===== config.mk =====
export PLATFORM = sky130hd
export DESIGN_NAME = usb_node_config_regs
export DESIGN_NICKNAME = d
export VERILOG_FILES = /design/src/rtl/usb_node_cfg_pkg.sv /design/src/rtl/usb_node_link_flags.sv /design/src/rtl/usb_node_config_regs.sv
export SDC_FILE = /design/constraint.sdc
export NUM_CORES = 1
export LEC_CHECK = 0
export BUFFER_PORTS_ARGS = -buffer_cell sky130_fd_sc_hd__buf_2
export CAP_MARGIN = 20
export CORE_MARGIN = 2
export CORE_UTILIZATION = 51
export CTS_BUF_LIST = sky130_fd_sc_hd__clkbuf_2 sky130_fd_sc_hd__clkbuf_4 sky130_fd_sc_hd__clkbuf_8
export DETAILED_ROUTE_END_ITERATION = 6
export GPL_ROUTABILITY_DRIVEN = 0
export PLACE_DENSITY = 0.82
export SKIP_CTS_REPAIR_TIMING = 1
export SYNTH_ARGS = -nofsm -noshare
export SYNTH_HDL_FRONTEND = slang
export SYNTH_SLANG_ARGS = --single-unit

===== constraint.sdc =====
create_clock -name i_clock -period 2.25 [get_ports i_clock]
set_clock_uncertainty 0.1 [all_clocks]
set_input_delay 0.3375 -clock i_clock [delete_from_list [all_inputs] [get_ports i_clock]]
set_output_delay 0.3375 -clock i_clock [all_outputs]
set_load 0.05 [all_outputs]

===== src/rtl/usb_node_cfg_pkg.sv =====
/*
  Constants for the USB node configuration register bank: register offsets,
  field positions, reset values and the accepted clock-frequency range.
  Assumes one system clock and byte-sized configuration addresses.
*/
package usb_node_cfg_pkg;

  // Configuration address width and printed register offsets
  localparam int ADDR_W = 8;
  localparam logic [7:0] OFS_DEVICE_IDENTITY = 8'h00;
  localparam logic [7:0] OFS_NODE_SETUP = 8'h04;
  localparam logic [7:0] OFS_NODE_IDENTIFIER = 8'h05;
  localparam logic [7:0] OFS_SYSTEM_CLOCK_MHZ = 8'h51;
  localparam logic [7:0] OFS_LINK_CONTROL_STATUS = 8'h80;

  // Identity word field positions
  localparam int ID_CHIP_LSB = 24;
  localparam int ID_REV_LSB = 8;
  localparam int ID_VER_LSB = 0;

  // Node setup fields
  localparam int SETUP_LOCK_BIT = 31;
  localparam int SETUP_HDR_BIT = 0;

  // Node identifier field
  localparam int NODE_ID_W = 16;
  localparam logic [15:0] NODE_ID_RESET = 16'h0000;

  // System clock field, reset value and accepted range in MHz
  localparam int SYSCLK_W = 7;
  localparam logic [6:0] SYSCLK_RESET = 7'h19;
  localparam logic [6:0] SYSCLK_MIN = 7'h05;
  localparam logic [6:0] SYSCLK_MAX = 7'h64;

  // Link control and status bit positions
  localparam int LINK_RX_ERROR_BIT = 27;
  localparam int LINK_CREDIT_ISSUED_BIT = 26;
  localparam int LINK_CREDIT_HELD_BIT = 25;
  localparam int LINK_GREETING_BIT = 24;
  localparam int LINK_RX_RESET_BIT = 23;
  localparam int LINK_SYMBOL_GAP_LSB = 11;
  localparam int LINK_TOKEN_GAP_LSB = 0;
  localparam int GAP_W = 11;
  localparam logic [10:0] GAP_RESET = 11'h000;

endpackage


===== src/rtl/usb_node_link_flags.sv =====
/*
  Link status flags and command pulses for the node configuration bank.
  Assumes the link reports events as one-cycle pulses on the system clock.
*/
`timescale 1ns/1ps

module usb_node_link_flags (
  // Clock and reset
  input wire logic i_clock,
  input wire logic i_rst_b,
  // Commands decoded from register writes
  input wire logic i_greeting_write,
  input wire logic i_rx_reset_write,
  // Events from the link
  input wire logic i_credit_gained,
  input wire logic i_credit_granted,
  input wire logic i_rx_error_event,
  // Flags and command pulses
  output logic o_credit_held,
  output logic o_credit_issued,
  output logic o_rx_error,
  output logic o_greeting_pulse,
  output logic o_rx_reset_pulse
);

  // Local transmit credit; a new credit in the clear cycle wins
  always_ff @(posedge i_clock or negedge i_rst_b) begin
    if (!i_rst_b) begin
      o_credit_held <= 1'b0;
    end else if (i_credit_gained) begin
      o_credit_held <= 1'b1;
    end else if (i_greeting_write) begin
      o_credit_held <= 1'b0;
    end
  end

  // Credit granted to the far end; restarted by a greeting
  always_ff @(posedge i_clock or negedge i_rst_b) begin
    if (!i_rst_b) begin
      o_credit_issued <= 1'b0;
    end else if (i_credit_granted) begin
      o_credit_issued <= 1'b1;
    end else if (i_greeting_write) begin
      o_credit_issued <= 1'b0;
    end
  end

  // Sticky receive error, cleared by a receiver reset
  always_ff @(posedge i_clock or negedge i_rst_b) begin
    if (!i_rst_b) begin
      o_rx_error <= 1'b0;
    end else if (i_rx_error_event) begin
      o_rx_error <= 1'b1;
    end else if (i_rx_reset_write) begin
      o_rx_error <= 1'b0;
    end
  end

  // One-cycle command pulses toward the link
  always_ff @(posedge i_clock or negedge i_rst_b) begin
    if (!i_rst_b) begin
      o_greeting_pulse <= 1'b0;
      o_rx_reset_pulse <= 1'b0;
    end else begin
      o_greeting_pulse <= i_greeting_write;
      o_rx_reset_pulse <= i_rx_reset_write;
    end
  end

endmodule


===== src/rtl/usb_node_config_regs.sv =====
/*
  USB node configuration register bank: identity word, node setup with
  lock and header-size select, node identifier, system clock frequency
  and link control and status.
  Assumes a single-cycle configuration request port on the system clock
  and a link that reports credit and error events as pulses.
*/
`timescale 1ns/1ps

// Notes on behaviour
// Setting bit 31 of node setup blocks further configuration and link control writes; link event flags still update.
// Header-size select: zero means three-byte headers, one means one-byte; resets zero.
// Node identifier holds a writable 16-bit value, resets zero, upper bits reserved.
// System clock field bits 6:0 holds MHz rounded up, resets to 25.
// Clock writes outside 5 to 100 are ignored and answered with a nack.
// Software programs the clock field at start-up and on oscillator change.
// Link bit 27 reads one after receive overflow or illegal token.
// Bit 26 shows credit granted to the remote end; resets zero.
// Bit 25 shows this end holds transmit credit; resets zero.
// Writing one to bit 24 clears local credit and sends a greeting.
// Writing one to bit 23 resets the receiver to token start.
// Bits 21:11 give minimum idle clocks minus one between symbols.
// Bits 10:0 give minimum idle clocks minus one between tokens.
// Identity word is read-only: chip id, block revision, block version.
// Lock holds until device reset; software cannot clear it.
// Command and reserved bits read zero; reserved writes have no effect.
module usb_node_config_regs #(
  parameter logic [7:0] CHIP_IDENTIFIER = 8'h5A, // Arbitrary value
  parameter logic [7:0] BLOCK_REVISION = 8'h3C, // Arbitrary value
  parameter logic [7:0] BLOCK_VERSION = 8'h71 // Arbitrary value
) (
  // Clock and reset
  input wire logic i_clock,
  input wire logic i_rst_b,
  // Configuration access
  input wire logic i_cfg_req,
  input wire logic i_cfg_write,
  input wire logic [7:0] i_cfg_addr,
  input wire logic [31:0] i_cfg_wdata,
  output logic o_cfg_ack,
  output logic o_cfg_nack,
  output logic [31:0] o_cfg_rdata,
  // Link events
  input wire logic i_link_credit_gained,
  input wire logic i_link_credit_granted,
  input wire logic i_link_rx_error_event,
  // Configuration toward the node and link
  output logic o_config_locked,
  output logic o_header_size_select,
  output logic [15:0] o_node_identifier_value,
  output logic [6:0] o_system_clock_mhz_field,
  output logic [10:0] o_symbol_gap_cycles,
  output logic [10:0] o_token_gap_cycles,
  output logic o_link_greeting_command,
  output logic o_link_rx_reset_command
);

  logic wr_req;
  logic wr_open;
  logic hit_setup;
  logic hit_ident;
  logic hit_clock;
  logic hit_link;
  logic hit_any;
  logic clock_in_range;
  logic greeting_write;
  logic rx_reset_write;
  logic credit_held;
  logic credit_issued;
  logic rx_error;
  logic [31:0] read_value;
  logic [6:0] clock_wdata;

  // Address decode
  assign hit_setup = (i_cfg_addr == usb_node_cfg_pkg::OFS_NODE_SETUP);
  assign hit_ident = (i_cfg_addr == usb_node_cfg_pkg::OFS_NODE_IDENTIFIER);
  assign hit_clock = (i_cfg_addr == usb_node_cfg_pkg::OFS_SYSTEM_CLOCK_MHZ);
  assign hit_link = (i_cfg_addr == usb_node_cfg_pkg::OFS_LINK_CONTROL_STATUS);
  assign hit_any = hit_setup | hit_ident | hit_clock | hit_link
                   | (i_cfg_addr == usb_node_cfg_pkg::OFS_DEVICE_IDENTITY);

  // Write qualification; a set lock shuts every register write out, link event flags still update
  assign wr_req = i_cfg_req & i_cfg_write;
  assign wr_open = wr_req & ~o_config_locked;

  // Clock range check on the field bits only
  assign clock_wdata = i_cfg_wdata[usb_node_cfg_pkg::SYSCLK_W-1:0];
  assign clock_in_range = (clock_wdata >= usb_node_cfg_pkg::SYSCLK_MIN)
                          && (clock_wdata <= usb_node_cfg_pkg::SYSCLK_MAX);

  // Link command strobes
  assign greeting_write = wr_open & hit_link
                          & i_cfg_wdata[usb_node_cfg_pkg::LINK_GREETING_BIT];
  assign rx_reset_write = wr_open & hit_link
                          & i_cfg_wdata[usb_node_cfg_pkg::LINK_RX_RESET_BIT];

  // Lock bit: set only, cleared by reset alone
  always_ff @(posedge i_clock or negedge i_rst_b) begin
    if (!i_rst_b) begin
      o_config_locked <= 1'b0;
    end else if (wr_open && hit_setup && i_cfg_wdata[usb_node_cfg_pkg::SETUP_LOCK_BIT]) begin
      o_config_locked <= 1'b1;
    end
  end

  // Header-size select
  always_ff @(posedge i_clock or negedge i_rst_b) begin
    if (!i_rst_b) begin
      o_header_size_select <= 1'b0;
    end else if (wr_open && hit_setup) begin
      o_header_size_select <= i_cfg_wdata[usb_node_cfg_pkg::SETUP_HDR_BIT];
    end
  end

  // Node identifier
  always_ff @(posedge i_clock or negedge i_rst_b) begin
    if (!i_rst_b) begin
      o_node_identifier_value <= usb_node_cfg_pkg::NODE_ID_RESET;
    end else if (wr_open && hit_ident) begin
      o_node_identifier_value <= i_cfg_wdata[usb_node_cfg_pkg::NODE_ID_W-1:0];
    end
  end

  // System clock frequency, out-of-range values keep the old one
  always_ff @(posedge i_clock or negedge i_rst_b) begin
    if (!i_rst_b) begin
      o_system_clock_mhz_field <= usb_node_cfg_pkg::SYSCLK_RESET;
    end else if (wr_open && hit_clock && clock_in_range) begin
      o_system_clock_mhz_field <= clock_wdata;
    end
  end

  // Symbol and token gap fields
  always_ff @(posedge i_clock or negedge i_rst_b) begin
    if (!i_rst_b) begin
      o_symbol_gap_cycles <= usb_node_cfg_pkg::GAP_RESET;
      o_token_gap_cycles <= usb_node_cfg_pkg::GAP_RESET;
    end else if (wr_open && hit_link) begin
      o_symbol_gap_cycles <= i_cfg_wdata[usb_node_cfg_pkg::LINK_SYMBOL_GAP_LSB
                             +: usb_node_cfg_pkg::GAP_W];
      o_token_gap_cycles <= i_cfg_wdata[usb_node_cfg_pkg::LINK_TOKEN_GAP_LSB
                            +: usb_node_cfg_pkg::GAP_W];
    end
  end

  // Link flags and command pulses
  usb_node_link_flags u_link_flags (
    .i_clock(i_clock),
    .i_rst_b(i_rst_b),
    .i_greeting_write(greeting_write),
    .i_rx_reset_write(rx_reset_write),
    .i_credit_gained(i_link_credit_gained),
    .i_credit_granted(i_link_credit_granted),
    .i_rx_error_event(i_link_rx_error_event),
    .o_credit_held(credit_held),
    .o_credit_issued(credit_issued),
    .o_rx_error(rx_error),
    .o_greeting_pulse(o_link_greeting_command),
    .o_rx_reset_pulse(o_link_rx_reset_command)
  );

  // Read multiplexer; command and reserved bits read zero
  always_comb begin
    read_value = 32'h0000_0000;
    unique case (1'b1)
      (i_cfg_addr == usb_node_cfg_pkg::OFS_DEVICE_IDENTITY): begin
        read_value[usb_node_cfg_pkg::ID_CHIP_LSB +: 8] = CHIP_IDENTIFIER;
        read_value[usb_node_cfg_pkg::ID_REV_LSB +: 8] = BLOCK_REVISION;
        read_value[usb_node_cfg_pkg::ID_VER_LSB +: 8] = BLOCK_VERSION;
      end
      hit_setup: begin
        read_value[usb_node_cfg_pkg::SETUP_LOCK_BIT] = o_config_locked;
        read_value[usb_node_cfg_pkg::SETUP_HDR_BIT] = o_header_size_select;
      end
      hit_ident: begin
        read_value[usb_node_cfg_pkg::NODE_ID_W-1:0] = o_node_identifier_value;
      end
      hit_clock: begin
        read_value[usb_node_cfg_pkg::SYSCLK_W-1:0] = o_system_clock_mhz_field;
      end
      hit_link: begin
        read_value[usb_node_cfg_pkg::LINK_RX_ERROR_BIT] = rx_error;
        read_value[usb_node_cfg_pkg::LINK_CREDIT_ISSUED_BIT] = credit_issued;
        read_value[usb_node_cfg_pkg::LINK_CREDIT_HELD_BIT] = credit_held;
        read_value[usb_node_cfg_pkg::LINK_SYMBOL_GAP_LSB +: usb_node_cfg_pkg::GAP_W] =
          o_symbol_gap_cycles;
        read_value[usb_node_cfg_pkg::LINK_TOKEN_GAP_LSB +: usb_node_cfg_pkg::GAP_W] =
          o_token_gap_cycles;
      end
      default: begin
        read_value = 32'h0000_0000;
      end
    endcase
  end

  // Answer one cycle after each request
  always_ff @(posedge i_clock or negedge i_rst_b) begin
    if (!i_rst_b) begin
      o_cfg_ack <= 1'b0;
      o_cfg_nack <= 1'b0;
    end else if (i_cfg_req) begin
      if (!hit_any) begin
        o_cfg_ack <= 1'b0;
        o_cfg_nack <= 1'b1;
      end else if (wr_req && hit_clock && !clock_in_range) begin
        o_cfg_ack <= 1'b0;
        o_cfg_nack <= 1'b1;
      end else begin
        o_cfg_ack <= 1'b1;
        o_cfg_nack <= 1'b0;
      end
    end else begin
      o_cfg_ack <= 1'b0;
      o_cfg_nack <= 1'b0;
    end
  end

  // Read data, held until the next read
  always_ff @(posedge i_clock or negedge i_rst_b) begin
    if (!i_rst_b) begin
      o_cfg_rdata <= 32'h0000_0000;
    end else if (i_cfg_req && !i_cfg_write) begin
      o_cfg_rdata <= read_value;
    end
  end

endmodule


-- Yosys cells after proc, flatten, opt, wreduce, memory -nomap -nowiden
Index checks and enable logic that the tools add are counted.
- register bits: 83
- input bits: 47
- output and inout port bits: 83
- magnitude comparators: 2
- eq/ne operators: 4
- multiplexer cells: 18
- bitwise operators: 10
- reduce and logical (&&, ||, !) cells: 16
- operators by type and width (kind ; count):
    9-bit one-hot mux with 3 select lines ; 1
    6-bit one-hot mux with 4 select lines ; 1
    8-bit by 3-bit equality test with 1-bit output, second input constant ; 2
    1-bit two-way mux ; 12
    1-bit logical AND ; 10
    8-bit by 7-bit equality test with 1-bit output, second input constant ; 1
    8-bit equality test, second input constant ; 1
    8-bit logical NOT ; 1
    7-bit by 3-bit greater-or-equal comparator with 1-bit output, second input constant ; 1
    7-bit <= comparator, second input constant ; 1
    6-bit two-way mux ; 1
    3-bit one-hot mux with 2 select lines ; 1
    2-bit nonzero test ; 3
    1-bit AND ; 5
    1-bit one-hot mux with 5 select lines ; 1
    1-bit OR ; 4
    3-bit two-way mux ; 1
    1-bit logical NOT ; 2
    1-bit inverter ; 1

-- Logic depth before layout (Yosys ltp)
- depth after elaboration: 7
- gate-level depth with buffers: 5
- depth with buffers taken out: 4

-- By module
From an unflattened synthesis, not the netlist that was laid out.
- cells, all modules: 304
- area total of the unflattened synthesis: 3614.7 um2
- by module, submodules not included (module ; instances ; cells each ; area an instance (um2) ; seq. area each (um2)):
    usb_node_config_regs ; 1 ; 294 ; 3459.6 ; 1905.6
    usb_node_link_flags ; 1 ; 10 ; 155.1 ; 125.1

-- Least setup slack after synthesis
Ideal clock, no wire load.
- path type: in2reg
- from: in i_cfg_addr[5]
- to: reg o_system_clock_mhz_field[1]
- library setup time: 0.125 ns
- data arrival time: 1.712 ns
- data required time: 2.025 ns
- setup slack: 0.313 ns
- cell stages on the path: 5
- cell sequence: or4b_4 nor2_2 and4bb_1 buf_4 mux2_2
- word-level cells in the longest chain between the ends: 3
- RTL lines (item ; line ; text):
    from (decl) ; usb_node_config_regs.sv:38 ; input wire logic [7:0] i_cfg_addr,
    8-bit by 7-bit equality test with 1-bit output ; usb_node_config_regs.sv:77 ; assign hit_clock = (i_cfg_addr == usb_node_cfg_pkg::OFS_SYSTEM_CLOCK_MHZ);
    1-bit logical AND (2 in a row) ; usb_node_config_regs.sv:128 ; end else if (wr_open && hit_clock && clock_in_range) begin
    to (signal assigned) ; usb_node_config_regs.sv:127 ; o_system_clock_mhz_field <= usb_node_cfg_pkg::SYSCLK_RESET;
    to (signal assigned) ; usb_node_config_regs.sv:129 ; o_system_clock_mhz_field <= clock_wdata;
    to (decl) ; usb_node_config_regs.sv:51 ; output logic [6:0] o_system_clock_mhz_field,
No other way between the ends.
A chain may end at the register's enable or synchronous reset.

-- Worst setup path after layout
- from: in i_cfg_addr[5]
- to: reg o_system_clock_mhz_field[2]
Same word-level chain as after synthesis.

==> flow_summary.toml <==
[grt]
grt.overflow.total = 0
grt_pass1_wl_um = 13900
track_usage = 0.235
grt_max_degree = 46
grt_pass1_vias = 2828
antenna_found_initial = 0

[die]
dieArea_mm2 = 0.00773
num_rows = 30
die_y_um = 87.9
dieWidth_um = 87.9
start_util = 0.529
coreArea_mm2 = 0.00679
pin_count = 130

[setup_path]
rrSetupSlack_ns = 0.59
worstPathRequired_ns = 2.38
arrival_ns = 1.95
critPathKind = "in -> reg"
slowest_delay_ns = 0.57
cp-end-kind = "register"
startpoint_type = "input pin"
rr_worst_depth = 3
startpoint = "i_cfg_addr[5]"
reg2reg_from = "o_config_locked"
reg2reg_to = "o_system_clock_mhz_field[2]"
path_cells = "buf_2 -> or4b_4 -> nor2_2 -> and4bb_1 -> mux2_2"
path_max_fanout = 7
crit_end = "o_system_clock_mhz_field[2]"
slowest_stage = "or4b_4"

[clock_network]
cts_tree = "built"
clock-root-buffer = "clkbuf_8"
h-tree-depth = 3
cts_sinks = 81
worst_skew_pair.late_latency_ns = 0.35
cts_made_buffers = 9
cts_buffer_depth = 2
path_clk_slew_ns = 0.08

[cells_and_area]
area_growth_pct = 27.8
final_nets = 472
diodes = 0
fin_util = 0.675
final_cells = 526
fin_area_mm2 = 0.00459
nFillCells = 542
drive_gt1_frac = 0.486

[logic_synthesis]
netlist_area_mm2 = 0.00359
synth-main-ff-cell = "dfrtp_1"
ys_warn_count = 0
synth_area_per_cell_um2 = 12.1
synthTopCellsByCount = "dfrtp_1 (78), nand2_1 (42), mux2_2 (36)"
synth-seq-cells = 81
ys_seq_area_frac = 0.566
async_flop_share = 1.00
netlist_top_cells_area = "dfrtp_1 (54%), mux2_2 (11%), nand2_1 (4.4%)"
syn_inst = 298
synth_top_area_cell = "dfrtp_1"
synth_top_area_share = 0.544
synth_edf_count = 0
yosysUniqueCellTypes = 48
yosysMostFrequentCell = "dfrtp_1"

[drt]
drt_pass1_iterations = 4
vias = 2831
drcViolationCount = 0
first_iter_violations = 88
viasPerCell = 5.38
wirelength_um = 8690
ant_nets = 0
wl_per_cell_um = 16.5

[power_and_ir_drop]
combPwrFrac = 0.100
p_clk_frac = 0.399
p_per_area_mw_per_mm2 = 652
pwr-share-seq = 0.501
intPower_mw = 2.24
ir_worst_vdd_mv = 0.447
p_sw_frac = 0.250
p_leak_nw = 2.42
power_switching_uw = 748

[sta]
grt_setup_unrepaired = "false"
slew_violations = 0
max_freq_ghz = 0.549
fin_tns_setup_ns = 0
setup_viol = 0
final_hold_viol_count = 0
fin_crit_ns = 1.82
fin_ws_ns = 0.428
max_slew_margin = 0.561
worst_pin_slew_ns = 0.650
fin_crit_sh = 0.810

[placed_design]
placed_cells = 509
port_buffers = 118
dp_hpwl_um = 6470
pre_cts_slack_ns = 0.0729
dpl-instance-area_mm2 = 0.00435

[flow_run]
max-cap-violations = 0

[hold_path]
hp-class = "in -> reg"
worst_hold_path.num_cells = 2

[status]
status = "completed"
==> cell usage in the layout (no fill, tap or decap), types with 5 or more instances in the layout <==
cell,count
a22oi_1,8
inv_1,5
buf_2,117
nand2_1,42
clkbuf_8,10
mux2_4,10
mux2_2,36
buf_4,13
dfrtp_1,78
o21ai_0,26
nand3_1,7
a211oi_1,8
a21oi_1,5
nor2_1,5
==> kinds of logic (layout without fill, tap and decap cells) <==
kind of cell	Yosys count	in the layout	share of synthesized area
flops	81	81	0.566
other cells	1	4	0.00104
compound gates	66	66	0.120
mux	46	46	0.155
simple gates	78	78	0.121
buf+inv	26	155	0.0383
==> worst min path at each step <==
stage	endpoint	start
5_1_grt	u_link_flags.o_rx_error	i_link_rx_error_event
3_5_place_dp	o_node_identifier_value[9]	i_rst_b
6_report	u_link_flags.o_credit_held	i_link_credit_gained
3_3_place_gp	o_node_identifier_value[9]	i_rst_b
2_1_floorplan	o_cfg_ack	i_rst_b
4_1_cts	o_node_identifier_value[14]	i_rst_b
==> critical path, delay by kind of cell <==
family / cells / cell delay, ns
buffers and inverters: 1 / 0.12
and+or+nand+nor: 3 / 1.11
muxes: 1 / 0.38
==> through the flow <==
| step | hold WS (ns) | power, mW |
|---|---|---|
| after floorplan | -0.0581 | 1.70 |
| after global placement | 0.223 | 1.82 |
| after detailed placement | 0.231 | 1.83 |
| after CTS | -0.146 | 3.01 |
| after global routing | 0.0689 | 3.10 |
| final | 0.0739 | 2.99 |
==> power groups by stage <==
stage	sequential (mW)	clock (mW)	combinational (mW)
2_1_floorplan	1.61	0	0.0875
3_3_place_gp	1.53	0	0.295
3_5_place_dp	1.53	0	0.300
4_1_cts	1.50	1.21	0.301
5_1_grt	1.50	1.28	0.321
6_report	1.50	1.19	0.300
==> final cells by class <==
| cell class | count | area (µm²) | share of cell area |
|---|---|---|---|
| flip-flops and latches | 81 | 2030 | 0.443 |
| multi-input cells | 194 | 1430 | 0.313 |
| repair buffers | 134 | 753 | 0.164 |
| clock buffers | 11 | 145 | 0.0316 |
| well taps | 96 | 120 | 0.0262 |
| clock inverters | 5 | 86.3 | 0.0188 |
| inverters | 5 | 18.8 | 0.00409 |
==> layer usage <==
metal  track usage  vias to the layer above  wire [µm]
li1              -                     1327          -
met1         0.304                     1403       3700
met2         0.398                       90       4380
met3        0.0415                       11        483
met4        0.0895                        0        126
met5             0                        -          0
==> flip-flops by register name (all words and copies together) (netlist names), 7 cells and up <==
register	count
o_cfg_rdata	27
o_node_identifier_value	16
o_token_gap_cycles	11
o_system_clock_mhz_field	7
o_symbol_gap_cycles	11
No activity file was read; power rests on OpenSTA's default activity.
